### config.mk
export PLATFORM = sky130hd
export DESIGN_NAME = rtcam_top
export DESIGN_NICKNAME = d
export VERILOG_FILES = /design/src/rtcam_pkg.sv /design/src/rtcam_tick.sv /design/src/rtcam_match.sv /design/src/rtcam_top.sv
export SDC_FILE = /design/constraint.sdc
export NUM_CORES = 1
export LEC_CHECK = 0
export ABC_CLOCK_PERIOD_IN_PS = 5830
export BUFFER_PORTS_ARGS = -buffer_cell sky130_fd_sc_hd__buf_2
export CAP_MARGIN = 20
export CORE_ASPECT_RATIO = 1.4
export CORE_MARGIN = 4
export CORE_UTILIZATION = 58
export DETAILED_ROUTE_END_ITERATION = 12
export PLACE_DENSITY = 0.85
export REMOVE_ABC_BUFFERS = 1
export SETUP_SLACK_MARGIN = 0.1
export SLEW_MARGIN = 30
export SYNTH_ARGS = -nofsm -noshare
export SYNTH_HDL_FRONTEND = slang
export SYNTH_SLANG_ARGS = --single-unit
export TNS_END_PERCENT = 20
### constraint.sdc
create_clock -name ref_clk -period 5.83 [get_ports ref_clk]
set_input_delay 1.749 -clock ref_clk [delete_from_list [all_inputs] [get_ports ref_clk]]
set_output_delay 1.749 -clock ref_clk [all_outputs]
set_load 0.005 [all_outputs]
### src/rtcam_pkg.sv
// Operation
// RULE1 - Month register holds BCD month 01..12 in bits 4:0; bits 7:5 ignored.
// RULE2 - Year register holds two BCD digits 00..99 across all eight bits.
// RULE3 - Host reads all time registers in one burst to avoid tearing.
// RULE4 - Each valid field with its disable bit clear is compared against current time.
// RULE5 - Minute alarm: bit 7 disables, bits 6:0 hold BCD minute 00..59.
// RULE6 - Hour alarm: bit 7 disables; 12h uses PM bit 5 plus 01..12, 24h 00..23.
// RULE7 - Day alarm: bit 7 disables, bits 5:0 hold BCD day 01..31.
// RULE8 - Weekday alarm: bit 7 disables, bits 2:0 hold weekday 0..6.
// RULE9 - Alarm flag sets when all enabled comparisons first match together.
// RULE10 - Alarm flag stays set until software clears it.
// RULE11 - After clearing, flag sets again only on a new match, not a persisting one.
// RULE12 - Fields with disable bit set are excluded from the match.
// RULE13 - Flag register write ANDs each flag with written bit.
// RULE14 - Flag register: tick flag bit 5, alarm flag bit 3, countdown flag bit 2.
// RULE15 - To clear only alarm flag, host writes 0 at bit 3, 1 at 5 and 2.
// RULE16 - Rewriting non-flag bits of flag register never changes behaviour.
// RULE17 - Hour-format bit selects 12h or 24h interpretation of hour fields.
// RULE18 - Alarm compare runs after every counter update so new matches are caught at once.
package rtcam_pkg;
  // ---------------------------------------------------------------
  // Register indices, byte address is 64 times the page plus four times the index
  // ---------------------------------------------------------------
  localparam logic [3:0] IDX_CTRL1 = 4'h0;
  localparam logic [3:0] IDX_FLAGS = 4'h1;
  localparam logic [3:0] IDX_MONTH = 4'h7;
  localparam logic [3:0] IDX_YEAR = 4'h8;
  localparam logic [3:0] IDX_AMIN = 4'h9;
  localparam logic [3:0] IDX_AHOUR = 4'hA;
  localparam logic [3:0] IDX_ADAY = 4'hB;
  localparam logic [3:0] IDX_AWDAY = 4'hC;
  localparam logic [3:0] IDX_IRQ_STAT = 4'h1;
  localparam logic [3:0] IDX_IRQ_EN = 4'h2;
  localparam logic [3:0] IDX_IRQ_CLR = 4'h3;
  localparam logic [1:0] PAGE_RTC = 2'h0;
  localparam logic [1:0] PAGE_IRQ = 2'h1;
  // ---------------------------------------------------------------
  // Field positions
  // ---------------------------------------------------------------
  localparam int BIT_DIS = 7;
  localparam int BIT_PM = 5;
  localparam int BIT_TICKF = 5;
  localparam int BIT_ALRMF = 3;
  localparam int BIT_CNTF = 2;
  localparam int BIT_H12 = 2;
  localparam logic [7:0] FLAG_MASK = 8'h2C;
  localparam logic [7:0] MONTH_MASK = 8'h1F;
  localparam logic [7:0] HOUR_MASK = 8'h3F;
  localparam logic [7:0] HOUR12_MASK = 8'h1F;
  localparam logic [7:0] DAY_MASK = 8'h3F;
  localparam logic [7:0] MIN_MASK = 8'h7F;
  localparam logic [7:0] WDAY_MASK = 8'h07;
  // ---------------------------------------------------------------
  // Reset values
  // ---------------------------------------------------------------
  localparam logic [7:0] RST_ZERO = 8'h00;
  localparam logic [7:0] RST_ALARM = 8'h80;
  localparam logic [7:0] RST_MONTH = 8'h01;
  // ---------------------------------------------------------------
  // Timing and interrupt bits
  // ---------------------------------------------------------------
  localparam int CLK_HZ = 25000000;
  localparam int TICK_HZ = 1;
  localparam int TICK_CYCLES = CLK_HZ / TICK_HZ;
  localparam logic [2:0] IRQ_ALARM = 3'h1;
  localparam logic [2:0] IRQ_TICK = 3'h2;
  localparam logic [2:0] IRQ_CNT = 3'h4;
endpackage

### src/rtcam_tick.sv
`timescale 1ns/1ps
module rtcam_tick #(
  parameter int unsigned DIV = 25000000
) (
  input wire logic clk,
  input wire logic rst_n,
  output logic tick
);
  logic [24:0] cnt_reg;
  always_ff @(posedge clk or negedge rst_n) begin
    if (!rst_n) begin
      cnt_reg <= 25'h0000000;
      tick <= 1'b0;
    end else if (cnt_reg == 25'(DIV - 1)) begin
      cnt_reg <= 25'h0000000;
      tick <= 1'b1;
    end else begin
      cnt_reg <= cnt_reg + 25'h0000001;
      tick <= 1'b0;
    end
  end
endmodule

### src/rtcam_match.sv
`timescale 1ns/1ps
module rtcam_match (
  input wire logic [7:0] alarm_min,
  input wire logic [7:0] alarm_hour,
  input wire logic [7:0] alarm_day,
  input wire logic [7:0] alarm_wday,
  input wire logic [7:0] cur_min,
  input wire logic [7:0] cur_hour,
  input wire logic [7:0] cur_day,
  input wire logic [2:0] cur_wday,
  input wire logic hour12,
  output logic all_match
);
  logic [7:0] hmask;
  logic m_ok;
  logic h_ok;
  logic d_ok;
  logic w_ok;
  logic any_en;
  // ---------------------------------------------------------------
  // Field compares
  // ---------------------------------------------------------------
  // PM bit sits inside the 12h compare mask
  assign hmask = hour12 ? (rtcam_pkg::HOUR12_MASK | 8'h20) : rtcam_pkg::HOUR_MASK; // RULE17 RULE6
  assign m_ok = alarm_min[rtcam_pkg::BIT_DIS] ||
                ((alarm_min & rtcam_pkg::MIN_MASK) == (cur_min & rtcam_pkg::MIN_MASK)); // RULE5 RULE12
  assign h_ok = alarm_hour[rtcam_pkg::BIT_DIS] ||
                ((alarm_hour & hmask) == (cur_hour & hmask)); // RULE6 RULE12
  assign d_ok = alarm_day[rtcam_pkg::BIT_DIS] ||
                ((alarm_day & rtcam_pkg::DAY_MASK) == (cur_day & rtcam_pkg::DAY_MASK)); // RULE7
  assign w_ok = alarm_wday[rtcam_pkg::BIT_DIS] ||
                (alarm_wday[2:0] == cur_wday); // RULE8 RULE12
  // All fields disabled means no alarm at all
  assign any_en = !(alarm_min[7] && alarm_hour[7] && alarm_day[7] && alarm_wday[7]);
  assign all_match = any_en && m_ok && h_ok && d_ok && w_ok; // RULE4
endmodule

### src/rtcam_top.sv
// The Avalon-MM interface to the registers was decided locally.
`timescale 1ns/1ps
module rtcam_top #(
  parameter int unsigned TICK_DIV = rtcam_pkg::TICK_CYCLES
) (
  input wire logic ref_clk,
  input wire logic arst_n,
  input wire logic [5:0] avs_address,
  input wire logic avs_read,
  input wire logic avs_write,
  input wire logic [31:0] avs_writedata,
  input wire logic [3:0] avs_byteenable,
  output logic [31:0] avs_readdata,
  output logic avs_waitrequest,
  input wire logic [7:0] cur_min,
  input wire logic [7:0] cur_hour,
  input wire logic [7:0] cur_day,
  input wire logic [2:0] cur_wday,
  input wire logic time_update,
  input wire logic tick_event,
  input wire logic countdown_event,
  output logic time_tick,
  output logic irq
);
  // ---------------------------------------------------------------
  // Reset release
  // ---------------------------------------------------------------
  logic rst_s1_reg;
  logic rst_n_reg;
  always_ff @(posedge ref_clk or negedge arst_n) begin
    if (!arst_n) begin
      rst_s1_reg <= 1'b0;
      rst_n_reg <= 1'b0;
    end else begin
      rst_s1_reg <= 1'b1;
      rst_n_reg <= rst_s1_reg;
    end
  end

  // ---------------------------------------------------------------
  // Bus decode
  // ---------------------------------------------------------------
  logic [1:0] page;
  logic [3:0] idx;
  logic wr_ok;
  logic ack_reg;
  assign page = avs_address[5:4];
  assign idx = avs_address[3:0];
  // Writes land at the edge where the master sees waitrequest low
  assign wr_ok = avs_write && ack_reg && avs_byteenable[0];

  // One wait state: every access answers on the second edge
  always_ff @(posedge ref_clk or negedge rst_n_reg) begin
    if (!rst_n_reg) begin
      ack_reg <= 1'b0;
    end else begin
      ack_reg <= (avs_read || avs_write) && !ack_reg;
    end
  end

  function automatic logic hit(input logic [1:0] p, input logic [3:0] i,
                               input logic [1:0] wp, input logic [3:0] wi);
    hit = (p == wp) && (i == wi);
  endfunction

  // ---------------------------------------------------------------
  // Calendar and alarm registers
  // ---------------------------------------------------------------
  logic [7:0] ctrl1_reg;
  logic [7:0] month_reg;
  logic [7:0] year_reg;
  logic [7:0] amin_reg;
  logic [7:0] ahour_reg;
  logic [7:0] aday_reg;
  logic [7:0] awday_reg;
  logic [7:0] flags_reg;
  logic [7:0] flags_next;
  logic [7:0] wd;
  assign wd = avs_writedata[7:0];

  always_ff @(posedge ref_clk or negedge rst_n_reg) begin
    if (!rst_n_reg) begin
      ctrl1_reg <= rtcam_pkg::RST_ZERO;
      month_reg <= rtcam_pkg::RST_MONTH;
      year_reg <= rtcam_pkg::RST_ZERO;
      amin_reg <= rtcam_pkg::RST_ALARM;
      ahour_reg <= rtcam_pkg::RST_ALARM;
      aday_reg <= rtcam_pkg::RST_ALARM;
      awday_reg <= rtcam_pkg::RST_ALARM;
    end else if (wr_ok) begin
      if (hit(page, idx, rtcam_pkg::PAGE_RTC, rtcam_pkg::IDX_CTRL1)) begin
        ctrl1_reg <= wd;
      end else if (hit(page, idx, rtcam_pkg::PAGE_RTC, rtcam_pkg::IDX_MONTH)) begin
        month_reg <= wd & rtcam_pkg::MONTH_MASK; // RULE1
      end else if (hit(page, idx, rtcam_pkg::PAGE_RTC, rtcam_pkg::IDX_YEAR)) begin
        year_reg <= wd; // RULE2
      end else if (hit(page, idx, rtcam_pkg::PAGE_RTC, rtcam_pkg::IDX_AMIN)) begin
        amin_reg <= wd; // RULE5
      end else if (hit(page, idx, rtcam_pkg::PAGE_RTC, rtcam_pkg::IDX_AHOUR)) begin
        ahour_reg <= wd & 8'hBF; // RULE6
      end else if (hit(page, idx, rtcam_pkg::PAGE_RTC, rtcam_pkg::IDX_ADAY)) begin
        aday_reg <= wd & 8'hBF; // RULE7
      end else if (hit(page, idx, rtcam_pkg::PAGE_RTC, rtcam_pkg::IDX_AWDAY)) begin
        awday_reg <= wd & 8'h87; // RULE8
      end
    end
  end

  // ---------------------------------------------------------------
  // Alarm detection
  // ---------------------------------------------------------------
  logic match_now;
  logic match_prev_reg;
  logic alarm_rise;

  rtcam_match u_match (
    .alarm_min(amin_reg),
    .alarm_hour(ahour_reg),
    .alarm_day(aday_reg),
    .alarm_wday(awday_reg),
    .cur_min(cur_min),
    .cur_hour(cur_hour),
    .cur_day(cur_day),
    .cur_wday(cur_wday),
    .hour12(ctrl1_reg[rtcam_pkg::BIT_H12]),
    .all_match(match_now)
  );

  // Sampled only on counter updates, so editing alarm registers alone never fires
  always_ff @(posedge ref_clk or negedge rst_n_reg) begin
    if (!rst_n_reg) begin
      match_prev_reg <= 1'b0;
    end else if (time_update) begin
      match_prev_reg <= match_now; // RULE18
    end
  end
  assign alarm_rise = time_update && match_now && !match_prev_reg; // RULE9 RULE11

  // ---------------------------------------------------------------
  // Flag register: AND on write, event set wins
  // ---------------------------------------------------------------
  always_comb begin
    flags_next = flags_reg;
    if (wr_ok && hit(page, idx, rtcam_pkg::PAGE_RTC, rtcam_pkg::IDX_FLAGS)) begin
      flags_next = flags_reg & (wd | ~rtcam_pkg::FLAG_MASK); // RULE13 RULE16
    end
    if (alarm_rise) begin
      flags_next[rtcam_pkg::BIT_ALRMF] = 1'b1; // RULE14 RULE10
    end
    if (tick_event) begin
      flags_next[rtcam_pkg::BIT_TICKF] = 1'b1;
    end
    if (countdown_event) begin
      flags_next[rtcam_pkg::BIT_CNTF] = 1'b1;
    end
  end

  always_ff @(posedge ref_clk or negedge rst_n_reg) begin
    if (!rst_n_reg) begin
      flags_reg <= rtcam_pkg::RST_ZERO;
    end else begin
      flags_reg <= flags_next & rtcam_pkg::FLAG_MASK; // RULE14
    end
  end

  // ---------------------------------------------------------------
  // Interrupt status, enable, clear
  // ---------------------------------------------------------------
  logic [2:0] ist_reg;
  logic [2:0] ien_reg;
  logic [2:0] iev;
  assign iev = {countdown_event, tick_event, alarm_rise};

  always_ff @(posedge ref_clk or negedge rst_n_reg) begin
    if (!rst_n_reg) begin
      ist_reg <= 3'h0;
    end else begin
      // Set wins over clear
      if (wr_ok && hit(page, idx, rtcam_pkg::PAGE_IRQ, rtcam_pkg::IDX_IRQ_CLR)) begin
        ist_reg <= (ist_reg & ~wd[2:0]) | iev;
      end else begin
        ist_reg <= ist_reg | iev;
      end
    end
  end

  always_ff @(posedge ref_clk or negedge rst_n_reg) begin
    if (!rst_n_reg) begin
      ien_reg <= 3'h0;
    end else if (wr_ok && hit(page, idx, rtcam_pkg::PAGE_IRQ, rtcam_pkg::IDX_IRQ_EN)) begin
      ien_reg <= wd[2:0];
    end
  end

  always_ff @(posedge ref_clk or negedge rst_n_reg) begin
    if (!rst_n_reg) begin
      irq <= 1'b0;
    end else begin
      irq <= |(ist_reg & ien_reg);
    end
  end

  // ---------------------------------------------------------------
  // Read path
  // ---------------------------------------------------------------
  logic [7:0] rd;
  always_comb begin
    rd = 8'h00;
    if (hit(page, idx, rtcam_pkg::PAGE_RTC, rtcam_pkg::IDX_CTRL1)) begin
      rd = ctrl1_reg;
    end else if (hit(page, idx, rtcam_pkg::PAGE_RTC, rtcam_pkg::IDX_FLAGS)) begin
      rd = flags_reg;
    end else if (hit(page, idx, rtcam_pkg::PAGE_RTC, rtcam_pkg::IDX_MONTH)) begin
      rd = month_reg;
    end else if (hit(page, idx, rtcam_pkg::PAGE_RTC, rtcam_pkg::IDX_YEAR)) begin
      rd = year_reg;
    end else if (hit(page, idx, rtcam_pkg::PAGE_RTC, rtcam_pkg::IDX_AMIN)) begin
      rd = amin_reg;
    end else if (hit(page, idx, rtcam_pkg::PAGE_RTC, rtcam_pkg::IDX_AHOUR)) begin
      rd = ahour_reg;
    end else if (hit(page, idx, rtcam_pkg::PAGE_RTC, rtcam_pkg::IDX_ADAY)) begin
      rd = aday_reg;
    end else if (hit(page, idx, rtcam_pkg::PAGE_RTC, rtcam_pkg::IDX_AWDAY)) begin
      rd = awday_reg;
    end else if (hit(page, idx, rtcam_pkg::PAGE_IRQ, rtcam_pkg::IDX_IRQ_STAT)) begin
      rd = {5'h00, ist_reg};
    end else if (hit(page, idx, rtcam_pkg::PAGE_IRQ, rtcam_pkg::IDX_IRQ_EN)) begin
      rd = {5'h00, ien_reg};
    end
  end

  always_ff @(posedge ref_clk or negedge rst_n_reg) begin
    if (!rst_n_reg) begin
      avs_readdata <= 32'h00000000;
      avs_waitrequest <= 1'b1;
    end else begin
      avs_waitrequest <= !((avs_read || avs_write) && !ack_reg);
      if (avs_read && !ack_reg) begin
        avs_readdata <= {24'h000000, rd};
      end
    end
  end

  // ---------------------------------------------------------------
  // 1 Hz time chain
  // ---------------------------------------------------------------
  rtcam_tick #(
    .DIV(TICK_DIV)
  ) u_tick (
    .clk(ref_clk),
    .rst_n(rst_n_reg),
    .tick(time_tick)
  );

  // Decodes shared by the checks below
  logic flags_wr;
  logic af_clr;
  logic year_wr;
  logic irq_clr_wr;
  logic en_wr;
  logic all_off;
  assign flags_wr = wr_ok && hit(page, idx, rtcam_pkg::PAGE_RTC, rtcam_pkg::IDX_FLAGS);
  assign af_clr = flags_wr && !wd[rtcam_pkg::BIT_ALRMF];
  assign year_wr = wr_ok && hit(page, idx, rtcam_pkg::PAGE_RTC, rtcam_pkg::IDX_YEAR);
  assign irq_clr_wr = wr_ok && hit(page, idx, rtcam_pkg::PAGE_IRQ, rtcam_pkg::IDX_IRQ_CLR);
  assign en_wr = wr_ok && hit(page, idx, rtcam_pkg::PAGE_IRQ, rtcam_pkg::IDX_IRQ_EN);
  assign all_off = amin_reg[7] && ahour_reg[7] && aday_reg[7] && awday_reg[7];
endmodule

* Word level (Yosys, flattened, before mapping)
Cells that the tools add are included.
** Cells by class
- Multipliers :: 0
- $lt $le $gt $ge :: 0
- Shift-type cells :: 0
- Eq/ne operators :: 15
- Reduce and logical (&&, ||, !) cells :: 49
- Bitwise operators :: 12
- Add/sub/neg operators :: 1
- Mux-type cells :: 17
- Divide/modulo/power cells :: 0
** Operator list (count)
- $mux W8 :: 8
- $logic_and A1 B1 Y1 :: 27
- $add A25 B1 Y25 const B :: 1
- $eq A25 B25 Y1 const B :: 1
- $mux W25 :: 1
- $eq A4 B4 Y1 const B :: 5
- $eq A6 B6 Y1 :: 2
- $mux W3 :: 3
- $eq A4 B2 Y1 const B :: 2
- $reduce_and A8 Y1 :: 1
- $eq A7 B7 Y1 :: 1
- $reduce_and A7 Y1 :: 1
- $and A3 B3 Y3 :: 2
- $and A6 B6 Y6 :: 1
- $mux W6 :: 1
- $not A1 Y1 :: 6
- $or A3 B3 Y3 :: 2
- $reduce_and A6 Y1 :: 1
- $reduce_bool A2 Y1 :: 3
- $logic_or A1 B1 Y1 :: 5
- $reduce_and A5 Y1 :: 1
- $eq A4 B1 Y1 const B :: 1
- $eq A4 B3 Y1 const B :: 1
- $logic_not A1 Y1 :: 4
- 10 further kinds :: 13
** Word-level totals
- Output and inout port bits :: 35
- Latch bits :: 0
- Memories :: 0
- Bits in read-only memories :: 0
- Logic and storage cells :: 115
- Input port bits :: 76
- Bits in registers :: 96
- RAM bits :: 0

* Logic depth before layout (Yosys ltp)
Gate-level depths: netlist of run 1.
- Depth in word-level cells :: 12
- Depth in mapped cells :: 7
- Depth with buffers taken out :: 6

* Hierarchy
A second synthesis of run 1 with hierarchy kept.
** Unflattened totals
- Cell total of the unflattened synthesis :: 450
- Area, all modules :: 5001.0 um2
** Modules (own cells, without submodules)
- rtcam_top :: times used 1, seq. area each 1759.2 um2, area each 3454.6 um2, cells each 291
- rtcam_tick :: times used 1, seq. area each 650.6 um2, area each 1285.0 um2, cells each 127
- rtcam_match :: times used 1, seq. area each 0.0 um2, area each 261.5 um2, cells each 32

* Worst setup path after synthesis of run 1
OpenSTA, ideal clock, no wires.
- Kind :: input port to flip-flop
- Start :: input avs_address[2]
- End :: register month_reg[1]
- Path buffers :: 2
- Data required time :: 5.705 ns
- Slack :: 2.396 ns
- Arrival :: 3.309 ns
- Stages on the path :: 6
- Cell sequence :: buf_6 > or4_4 > or3_4 > and3_1 > buf_6 > mux2_4
** Between the ends
- Longest elaborated chain between the ends :: 4
** RTL lines
- start: declaration :: line rtcam_top.sv:8 : input wire logic [5:0] avs_address,
- $logic_not A4 Y1 :: line rtcam_top.sv:63 : hit = (p == wp) && (i == wi);
- $logic_and A1 B1 Y1 :: line rtcam_top.sv:63
- $not A1 Y1 (no source line)
- $reduce_and A3 Y1 (no source line) *
- end signal: assignment :: line rtcam_top.sv:84 : month_reg <= rtcam_pkg::RST_MONTH;
- end signal: assignment :: line rtcam_top.sv:94 : month_reg <= wd & rtcam_pkg::MONTH_MASK;
- end: declaration :: line rtcam_top.sv:70 : logic [7:0] month_reg;
Every way passes the cells marked *; elsewhere a longest branch is shown, timed or not.
A chain may end at the register's enable or synchronous reset.

* Final worst setup path of run 1
- Start :: input avs_address[4]
- End :: register aday_reg[3]
** Between the ends
- Longest elaborated chain between the ends :: 4
** RTL lines
- $logic_not A2 Y1 *
- $logic_and A1 B1 Y1, on equally long branches
- $not A1 Y1 (no source line)
- $reduce_and A7 Y1 (no source line) *
- end signal: assignment :: line rtcam_top.sv:88 : aday_reg <= rtcam_pkg::RST_ALARM;
- end signal: assignment :: line rtcam_top.sv:102 : aday_reg <= wd & 8'hBF;
- end: declaration :: line rtcam_top.sv:74 : logic [7:0] aday_reg;
Marks and branches as above.

==> metrics.txt, run 1 <==
Vias 3,401; die height approximately 120 um; setup tns final 0 ns; Distinct cells, synth 62; CTS Buf Count 9; Layout area overhead 11.6%; drt pass-1 iters 4; RSZ-0062 raised after global routing false; wirelength, routed roughly 11 mm; synthesized flop and latch total 96; Post-synth EDFFs 0; Longest Clk Path Bufs 2; core area 8150 um^2; Tcrit/Tclk final 58.6%; clk_lat worst skew 0.34 ns; max_slew headroom 45.8%; fill count 613; crit start category input pin; GR Util All Layers 22.8%; Synth top area share a little under half; Fmax a little under 300 MHz; CTS tree done; skew final 0.0106 ns; Post-CTS Resized 0; worst hold slack 0.289 ns; Gate Count Post-Synth 415; Max-Cap Viols 0; gp weighted congestion 0.982; mapped cell area around 4800 um^2; Main synth FF type dfrtp_1; max FFs per register 25; fin. max-slew vios 0; post-route ant nets 0; post-route insts no fill 575; delay of the slowest critical-path stage 0.62 ns; # setup viols final 0; pin count of the biggest net entering global routing a little under 60; Worst Tran Pin Value 0.801 ns; Initial Utilization 59.2%; num rows 39; DIE WIDTH 85.1 um; crit path max fanout 7; crit-path leading delay family simple AND/OR/NAND/NOR gates; Routed wire per std cell 18.8 um; Setup crit end kind register; dpl cell area 5090 um^2; DR DRC count 0; PortBufs 54; worst r2r src amin_reg[2]$_DFFE_PN0P_; critical path's slowest cell nor2_1; Final Util 66.1%; count of final hold-check violations 0; reg2reg end flags_reg[3]$_DFFE_PN0P_; crit-path cells buf_2 > nor4b_4 > nand2_1 > nor2_1 > mux2_2; first-pass GRT wire length 17.2 mm; placed insts 560; post-CTS setup buffer count 0; YS warnings 0; nets between 500 and 600; initial antenna violation count 0; synth top area cells dfrtp_1 (47%), mux2_2 (10%), xor2_1 (5.6%); HPWL after detailed placement 7.84 mm; CTS root buf clkbuf_16; starting DRC count in detailed routing 210; vias in the first global route ~3,500; sequential share of the synthesized area 50.0%; Clock Sink Count 96; P per Cell Area 261 nW/um^2; Die ar. 9860 um^2; biggest area consumer among synthesized cells dfrtp_1; post-route cell area 5380 um^2; VDD IR max roughly 0.19 mV; Worst EP arrival 3.64 ns; vias per cell roughly 5.9; Leakage Power 2.58 nW; ys async rst share 100%; most frequent cells in the layout dfrtp_1 (89), buf_2 (54), mux2_2 (44), xor2_1 (31); worst-case reg-to-reg path depth 5; Critical Path RT between 6 and 7 ns; CP Buf/Inv Count 1; CTS Hold Bufs 0; commonest non-fill, non-tap cell in the layout dfrtp_1; outcome finished, final reports clean; minimum clock period between 3 and 4 ns; layout cell share with drive strength beyond 1 30.9%; Worst-path clk slew 0.06 ns; FF-to-FF setup slack approximately 3.7 ns; n_diodes 0; grt total ovfl 0; CP Class in2reg; synthesized area per cell 11.6 um^2; # IOs between 100 and 150; HP Class reg2async; Max H-tree Level 3
==> routing by layer <==
metal	GRT usage, %	part of all wire (%)
met1	24.7	36
met2	41.0	54
met3	4.27	5.5
met4	13.7	4.8
met5	0	0
==> cell usage after synthesis (2+ instances only) <==
cell      count
a21o_1        2
a21oi_1       9
a221oi_1      2
a222oi_1      2
a31o_2        2
a31oi_1       3
a32oi_1       2
and3_1       11
and4_1        2
buf_2         4
buf_4        24
buf_6         2
clkbuf_1      5
conb_1        2
dfrtp_1      90
dfstp_2       6
inv_1         6
mux2_2       44
mux2_4        5
mux2i_1       3
mux4_2        5
nand2_1      25
nand2b_1      4
nand3_1      13
nand4_1       6
nor2_1       24
nor2b_1       6
nor3_1        4
nor4_1        7
nor4b_1       2
o21ai_0      18
o22ai_1       2
or2_2         2
xnor2_1      13
xor2_1       31
==> metrics by stage <==
step	power (mW)	worst slack, ns
3_3_place_gp	0.833	2.08
2_1_floorplan	0.781	2.48
4_1_cts	1.42	2.45
5_1_grt	1.46	2.32
6_report	1.40	2.41
3_5_place_dp	0.838	2.09
==> worst max path at each step <==
stage,from,end,slack (ns),cells after the start
2_1_floorplan,avs_address[4],month_reg[1]$_DFFE_PN0P_,2.48,4
3_3_place_gp,avs_address[4],aday_reg[5]$_DFFE_PN0P_,2.08,5
3_5_place_dp,avs_address[4],aday_reg[2]$_DFFE_PN0P_,2.09,5
4_1_cts,avs_address[4],aday_reg[3]$_DFFE_PN0P_,2.45,5
5_1_grt,avs_address[4],aday_reg[1]$_DFFE_PN0P_,2.32,5
6_report,avs_address[4],aday_reg[3]$_DFFE_PN0P_,2.41,5
==> worst register-to-register path, delay by kind of cell, from the launching register on <==
family / cells / cell delay (ns)
xor+xnor: 1 / 0.19
simple gates: 2 / 1.17
flops: 1 / 0.39
compound gates: 2 / 0.36
==> area by class of cell <==
type / instances / area, um^2 / share of cell area [%]
Sequential cell: 96 / 2410 / 44.8
Multi-Input combinational cell: 300 / 2240 / 41.7
Timing Repair Buffer: 56 / 285 / 5.30
Clock buffer: 12 / 246 / 4.58
Tap cell: 102 / 128 / 2.37
Clock inverter: 3 / 43.8 / 0.813
Inverter: 6 / 22.5 / 0.418
==> power breakdown <==
group	internal (mW)	total, mW	switching (mW)
clock network	0.342	0.577	0.235
logic	0.0508	0.115	0.0639
registers	0.692	0.713	0.0209
total	1.08	1.40	0.320
==> cells by family (layout without fill, tap and decap cells) <==
family / after synthesis / in the layout / share of synthesized area (%)
AO/OA/AOI/OAI: 52 / 52 / 7.00
XOR/XNOR: 44 / 44 / 7.99
buffers and inverters: 42 / 77 / 5.55
multiplexers: 57 / 57 / 14.8
AND/OR/NAND/NOR: 121 / 121 / 14.3
adder cells (fa/ha/maj): 1 / 1 / 0.259
flip-flops: 96 / 96 / 50.0
other: 2 / 25 / 0.156
Note: power is estimated with default switching activity, not from simulation.
==> inputs of run 2 (changes only) <==
--- a/config.mk
+++ b/config.mk
@@ -5,14 +5,15 @@
 export SDC_FILE = /design/constraint.sdc
 export NUM_CORES = 1
 export LEC_CHECK = 0
-export ABC_CLOCK_PERIOD_IN_PS = 5830
+export ABC_AREA = 1
+export ABC_CLOCK_PERIOD_IN_PS = 2900
 export BUFFER_PORTS_ARGS = -buffer_cell sky130_fd_sc_hd__buf_2
 export CAP_MARGIN = 20
 export CORE_ASPECT_RATIO = 1.4
 export CORE_MARGIN = 4
-export CORE_UTILIZATION = 58
+export CORE_UTILIZATION = 49
 export DETAILED_ROUTE_END_ITERATION = 12
-export PLACE_DENSITY = 0.85
+export PLACE_DENSITY = 0.76
 export REMOVE_ABC_BUFFERS = 1
 export SETUP_SLACK_MARGIN = 0.1
 export SLEW_MARGIN = 30
==> constraint.sdc (replaced) <==
create_clock -name ref_clk -period 2.9 [get_ports ref_clk]
set_input_delay 0.87 -clock ref_clk [delete_from_list [all_inputs] [get_ports ref_clk]]
set_output_delay 0.87 -clock ref_clk [all_outputs]
set_load 0.005 [all_outputs]
==> metrics.txt, run 2 <==
DR DRC count 0 (unchanged); worst r2r src u_tick.cnt_reg[0]$_DFF_PN0_ (was amin_reg[2]$_DFFE_PN0P_); synthesized area per cell 8.18 um^2 (was 11.6 um^2); HPWL after detailed placement 8.90 mm (was 7.84 mm); first-pass GRT wire length 18.8 mm (was 17.2 mm); most frequent cells in the layout nand2_1 (146), dfrtp_1 (89), inv_1 (68), nor2_1 (54), buf_2 (54) (was dfrtp_1 (89), buf_2 (54), mux2_2 (44), xor2_1 (31)); Max H-tree Level 3 (unchanged); synth top area cells dfrtp_1 (44%), nand2_1 (11%), o21ai_0 (5.2%) (was dfrtp_1 (47%), mux2_2 (10%), xor2_1 (5.6%)); post-CTS setup buffer count 0 (unchanged); post-route ant nets 0 (unchanged); HP Class in2async (was reg2async); drt pass-1 iters 4 (unchanged); CP Class in2reg (unchanged); Gate Count Post-Synth 622 (was 415); VDD IR max 0.330 mV (was 0.185 mV); Net Sw Power 0.681 mW (was 0.320 mW); CTS root buf clkbuf_16 (unchanged); YS warnings 0 (unchanged); Fmax 491 MHz; wirelength, routed 11.7 mm (was 10.8 mm); worst-case reg-to-reg path depth 8 (was 5); commonest non-fill, non-tap cell in the layout nand2_1 (was dfrtp_1); core area 10,000 um^2 (was 8150 um^2); Clock Sink Count 96 (unchanged); Longest Clk Path Bufs 2 (unchanged); die height 129 um (was 116 um); Die ar. 12,100 um^2 (was 9860 um^2); layout cell share with drive strength beyond 1 17.8% (was 30.9%); Worst Tran Pin Value 0.600 ns (was 0.801 ns); fill count 913 (was 613); Post-synth EDFFs 0 (unchanged); P per Cell Area 489 nW/um^2 (was 261 nW/um^2); Routed wire per std cell 14.2 um (was 18.8 um); Vias 4,210 (was 3,401); # IOs 111 (unchanged); synthesized flop and latch total 96 (unchanged); reg2reg end u_tick.cnt_reg[20]$_DFF_PN0_ (was flags_reg[3]$_DFFE_PN0P_); sequential share of the synthesized area 47.4% (was 50.0%); Synth top area share 44.3% (was 46.7%); vias per cell 5.12 (was 5.91); CTS tree done (unchanged); starting DRC count in detailed routing 205 (was 210); Setup crit end kind register (unchanged); skew final 0.0101 ns (was 0.0106 ns); Gate power share 8.3% (was 8.2%); Internal 2.11 mW (was 1.08 mW); CTS Hold Bufs 0 (unchanged); max_slew headroom 60.0% (was 45.8%); cell with the most instances after synthesis nand2_1 (was dfrtp_1); nets 759 (was 546); outcome finished, final reports clean (unchanged); GR Util All Layers 19.8% (was 22.8%); minimum clock period 2.04 ns; Max-Cap Viols 0 (unchanged); Pwr Total 2.79 mW (was 1.40 mW); Tcrit/Tclk final 70.2%; Sw Ratio 24.4% (was 22.8%); Initial Utilization 50.8% (was 59.2%); mapped cell area 5090 um^2 (was 4820 um^2); crit start category input pin (unchanged); RSZ-0062 raised after global routing false (unchanged); WL met3 481 um (was 598 um); CTS Buf Count 9 (unchanged); Worst EP arrival 2.29 ns (was 3.64 ns); grt total ovfl 0 (unchanged); Main synth FF type dfrtp_1 (unchanged); vias in the first global route 4,162 (was 3,543); ys async rst share 100% (unchanged); count of final hold-check violations 0 (unchanged); biggest area consumer among synthesized cells dfrtp_1 (unchanged); clk_lat worst skew 0.34 ns (about the same); num rows 43 (was 39); n_diodes 0 (unchanged); DIE WIDTH 94.1 um (was 85.1 um); # setup viols final 0 (unchanged); PortBufs 54 (unchanged); top sig layer met4 (unchanged); gp weighted congestion 0.921 (was 0.982); M1 WL 4.44 mm (was 3.85 mm); Distinct cells, synth 39 (was 62); Critical Path RT 3.16 ns (was 6.05 ns); synth cell count leaders nand2_1 (146), dfrtp_1 (90), inv_1 (68) (was dfrtp_1 (90), mux2_2 (44), xor2_1 (31)); met2 routed WL 6.21 mm (was 5.85 mm); pin count of the biggest net entering global routing 50 (was 58); crit path max fanout 6 (was 7); sequential group share of total power 51.8% (was 50.8%); Layout area overhead 12.2% (was 11.6%); Clk pwr share 40.0% (was 41.1%); initial antenna violation count 0 (unchanged); setup tns final 0 ns (unchanged); Post-CTS Resized 0 (unchanged); fin. max-slew vios 0 (unchanged); FF-to-FF setup slack 1.09 ns (was 3.65 ns); max FFs per register 25 (unchanged); Worst-path clk slew 0.06 ns (about the same); Leakage Power 2.84 nW (was 2.58 nW)
-- run 2: through the flow --
stage / hold slack [ns] / setup slack (ns) / area [um^2] / std cells / util [%]
CTS: 0.295 / 0.895 / 5710 / 822 / 57.1
global route: 0.289 / 0.720 / 5710 / 822 / 57.1
global placement: 0.344 / 0.570 / 5420 / 806 / 54.2
finish: 0.303 / 0.865 / 5710 / 822 / 57.1
detailed placement: 0.336 / 0.552 / 5420 / 806 / 54.2
floorplan: 0.331 / 0.0384 / 4950 / 614 / -
-- run 2: metal layers --
metal | GRT usage (%) | up-vias
met4 | 9.95 | 0
met2 | 35.5 | 120
met3 | 3.16 | 38
met1 | 22.6 | 1985
met5 | 0 | -
li1 | - | 2067
-- run 2: how the worst max path moves through the flow --
stage,startpoint,to,cells past startpoint
6_report,avs_address[3],avs_readdata[0]$_DFFE_PN0P_,10
5_1_grt,avs_address[4],avs_readdata[5]$_DFFE_PN0P_,12
4_1_cts,avs_address[0],avs_readdata[3]$_DFFE_PN0P_,11
3_5_place_dp,avs_address[3],avs_readdata[1]$_DFFE_PN0P_,10
3_3_place_gp,avs_address[0],avs_readdata[3]$_DFFE_PN0P_,11
2_1_floorplan,rst_n_reg$_DFF_PN0_,ack_reg$_DFF_PN0_,0
-- run 2: cell families (layout without fill, tap and decap cells) --
family	Yosys count	count (layout)	share of synthesized area, %
AO/OA/AOI/OAI	103	103	11.0
XOR/XNOR	34	34	5.85
AND/OR/NAND/NOR	275	275	25.0
flip-flops	96	96	47.4
adder cells (fa/ha/maj)	1	1	0.246
buffers and inverters	111	153	10.4
other	2	25	0.148
-- run 2: power groups by stage --
stage	sequential, mW	combinational, mW	clock, mW
floorplan	1.47	0.122	0
global placement	1.47	0.225	0
detailed placement	1.47	0.232	0
CTS	1.45	0.233	1.13
global route	1.45	0.262	1.20
finish	1.45	0.231	1.12
-- run 2: final cells by class --
type | instances | area [um^2] | area share (%)
tap | 135 | 169 | 2.96
clock inverter | 4 | 28.8 | 0.504
multi-input combinational | 438 | 2230 | 39.1
inverter | 80 | 302 | 5.28
timing repair buffer | 57 | 305 | 5.35
sequential | 96 | 2410 | 42.3
clock buffer | 12 | 256 | 4.49
-- run 2: worst max-delay path, cell delays in order --
cell	delay, ns
buf_2	0.12
inv_2	0.07
nand2_1	0.10
nor2_1	0.29
nand2_1	0.12
o22ai_1	0.26
o21ai_0	0.16
nand2_1	0.08
nand2_1	0.07
a21oi_1	0.13
==> inputs of run 3 (changes only) <==
--- a/config.mk
+++ b/config.mk
@@ -6,14 +6,14 @@
 export NUM_CORES = 1
 export LEC_CHECK = 0
 export ABC_AREA = 1
-export ABC_CLOCK_PERIOD_IN_PS = 2900
+export ABC_CLOCK_PERIOD_IN_PS = 2100
 export BUFFER_PORTS_ARGS = -buffer_cell sky130_fd_sc_hd__buf_2
 export CAP_MARGIN = 20
 export CORE_ASPECT_RATIO = 1.4
 export CORE_MARGIN = 4
-export CORE_UTILIZATION = 49
+export CORE_UTILIZATION = 55
 export DETAILED_ROUTE_END_ITERATION = 12
-export PLACE_DENSITY = 0.76
+export PLACE_DENSITY = 0.81
 export REMOVE_ABC_BUFFERS = 1
 export SETUP_SLACK_MARGIN = 0.1
 export SLEW_MARGIN = 30
==> constraint.sdc (replaced) <==
create_clock -name ref_clk -period 2.1 [get_ports ref_clk]
set_input_delay 0.63 -clock ref_clk [delete_from_list [all_inputs] [get_ports ref_clk]]
set_output_delay 0.63 -clock ref_clk [all_outputs]
set_load 0.005 [all_outputs]
==> metrics.txt, run 3 (synthesis gave the netlist of run 2 again) <==
Max-Cap Viols 0 (unchanged); post-route insts no fill 800 (was 822); layout cell share with drive strength beyond 1 18.2% (was 17.8%); Net Sw Power 0.923 mW (was 0.681 mW); first-pass GRT wire length 18.5 mm (was 18.8 mm); Pwr Total 3.97 mW (was 2.79 mW); sequential group share of total power 50.1% (was 51.8%); PortBufs 54 (unchanged); crit start category register (was input pin); Die ar. 10,900 um^2 (was 12,100 um^2); drt pass-1 iters 4 (unchanged); Vias 4,205 (was 4,210); Fmax 549 MHz; Critical Path RT 2.32 ns (was 3.16 ns); minimum clock period 1.82 ns; placed insts 784 (was 806); Leakage Power 2.88 nW (was 2.84 nW); vias per cell 5.26 (was 5.12); Sw Ratio 23.2% (was 24.4%); Gate power share 8.5% (was 8.3%); dpl cell area 5430 um^2 (was 5420 um^2); Initial Utilization 56.3% (was 50.8%); Storage cell area 2410 um^2 (unchanged); nets 765 (was 759); starting DRC count in detailed routing 239 (was 205); grt total ovfl 0 (unchanged); CTS tree done (unchanged); worst hold slack 0.0635 ns (was 0.303 ns); clk_lat worst skew 0.34 ns (about the same); pin count of the biggest net entering global routing 69 (was 50); outcome finished, final reports clean (unchanged); Tcrit/Tclk final between 80% and 90%; fin. max-slew vios 0 (unchanged); HPWL after detailed placement 8.79 mm (was 8.90 mm); skew final 0.00903 ns (was 0.0101 ns); Final Util 63.5% (was 57.1%); vias in the first global route 4,189 (was 4,162); Multi-input gate area 2230 um^2 (unchanged); # setup viols final 0 (unchanged); crit path max fanout 4 (was 6); VDD IR max 0.456 mV (was 0.330 mV); n_diodes 0 (unchanged); Longest Clk Path Bufs 2 (unchanged); Max H-tree Level 3 (unchanged); Setup crit end kind register (unchanged); CP Class reg2reg (was in2reg); DR DRC count 0 (unchanged); wirelength, routed 11.7 mm (about the same); # IOs 111 (unchanged); P per Cell Area 692 nW/um^2 (was 489 nW/um^2); Clock Sink Count 96 (unchanged); gp weighted congestion 0.925 (was 0.921); GR Util All Layers 22.1% (was 19.8%); most frequent cells in the layout nand2_1 (146), dfrtp_1 (89), inv_1 (68), nor2_1 (54), buf_2 (54) (unchanged); setup tns final 0 ns (unchanged); Post-CTS Resized 0 (unchanged); max FFs per register 25 (unchanged); DIE WIDTH 89.3 um (was 94.1 um); commonest non-fill, non-tap cell in the layout nand2_1 (unchanged); die height 122 um (was 129 um); CTS root buf clkbuf_16 (unchanged); CTS Hold Bufs 0 (unchanged); Clk pwr share 41.4% (was 40.0%); Internal 3.05 mW (was 2.11 mW); CTS Buf Count 9 (unchanged); Worst EP arrival 2.04 ns (was 2.29 ns); post-CTS setup buffer count 0 (unchanged); HP Class in2async (unchanged); count of final hold-check violations 0 (unchanged); post-route ant nets 0 (unchanged); num rows 41 (was 43); pre-CTS setup slack 0.0319 ns (was 0.552 ns); fill count 795 (was 913); core area 9030 um^2 (was 10,000 um^2); post-route cell area 5740 um^2 (was 5710 um^2); Routed wire per std cell 14.6 um (was 14.2 um); worst setup margin 0.278 ns (was 0.865 ns); Worst-path clk slew 0.06 ns (about the same); RSZ-0062 raised after global routing false (unchanged); Layout area overhead 12.8% (was 12.2%); initial antenna violation count 0 (unchanged)
## run 3: cell count changes in the layout (fill, tap and decap cells not counted), sizes merged
cell / change
buf: +6
bufinv: +1
clkbuf: +2
clkinv: -1
clkinvlp: -2
## run 3: metal layers
layer  vias to the layer above  part of all wire [%]  global-route usage (%)
met1                      1964                    36                    23.9
met2                       124                    55                    39.8
met5                         -                     0                       0
li1                       2080                     -                       -
met4                         0                   4.2                    11.5
met3                        37                   5.0                    4.40
## run 3: layout make-up
cell class	count	share of cell area, %
sequential	96	42.1
multi-input combinational	438	39.0
timing repair buffer	63	6.11
inverter	80	5.26
clock buffer	14	4.60
tap	107	2.33
clock inverter	2	0.676
## run 3: power by group through the flow
stage | Combinational [mW] | Sequential [mW] | Clock [mW]
6_report | 0.338 | 1.99 | 1.65
5_1_grt | 0.383 | 1.99 | 1.76
4_1_cts | 0.340 | 1.99 | 1.68
3_5_place_dp | 0.338 | 2.02 | 0
3_3_place_gp | 0.323 | 2.02 | 0
2_1_floorplan | 0.169 | 2.03 | 0
## run 3: path summary, 6_finish.rpt
check,from,end,slack [ns],cells after the start
max,u_tick.cnt_reg[0]$_DFF_PN0_,u_tick.cnt_reg[20]$_DFF_PN0_,0.28,8
min,arst_n,rst_n_reg$_DFF_PN0_,0.06,1
max reg2reg,u_tick.cnt_reg[0]$_DFF_PN0_,u_tick.cnt_reg[20]$_DFF_PN0_,0.28,8
min reg2reg,rst_n_reg$_DFF_PN0_,u_tick.cnt_reg[2]$_DFF_PN0_,0.25,0
max in group asynchronous,rst_n_reg$_DFF_PN0_,avs_waitrequest$_DFF_PN1_,1.14,1
min in group ref_clk,rst_s1_reg$_DFF_PN0_,rst_n_reg$_DFF_PN0_,0.35,0
## run 3: worst max-delay path: stages, from the launching register on
cell and delay (ns):
dfrtp_1 0.38, ha_1 0.20, nand2_1 0.09, nor3_2 0.25, nand3_2 0.18, nor3_2 0.21
nand2_1 0.14, nor3_1 0.19, nor3_2 0.07
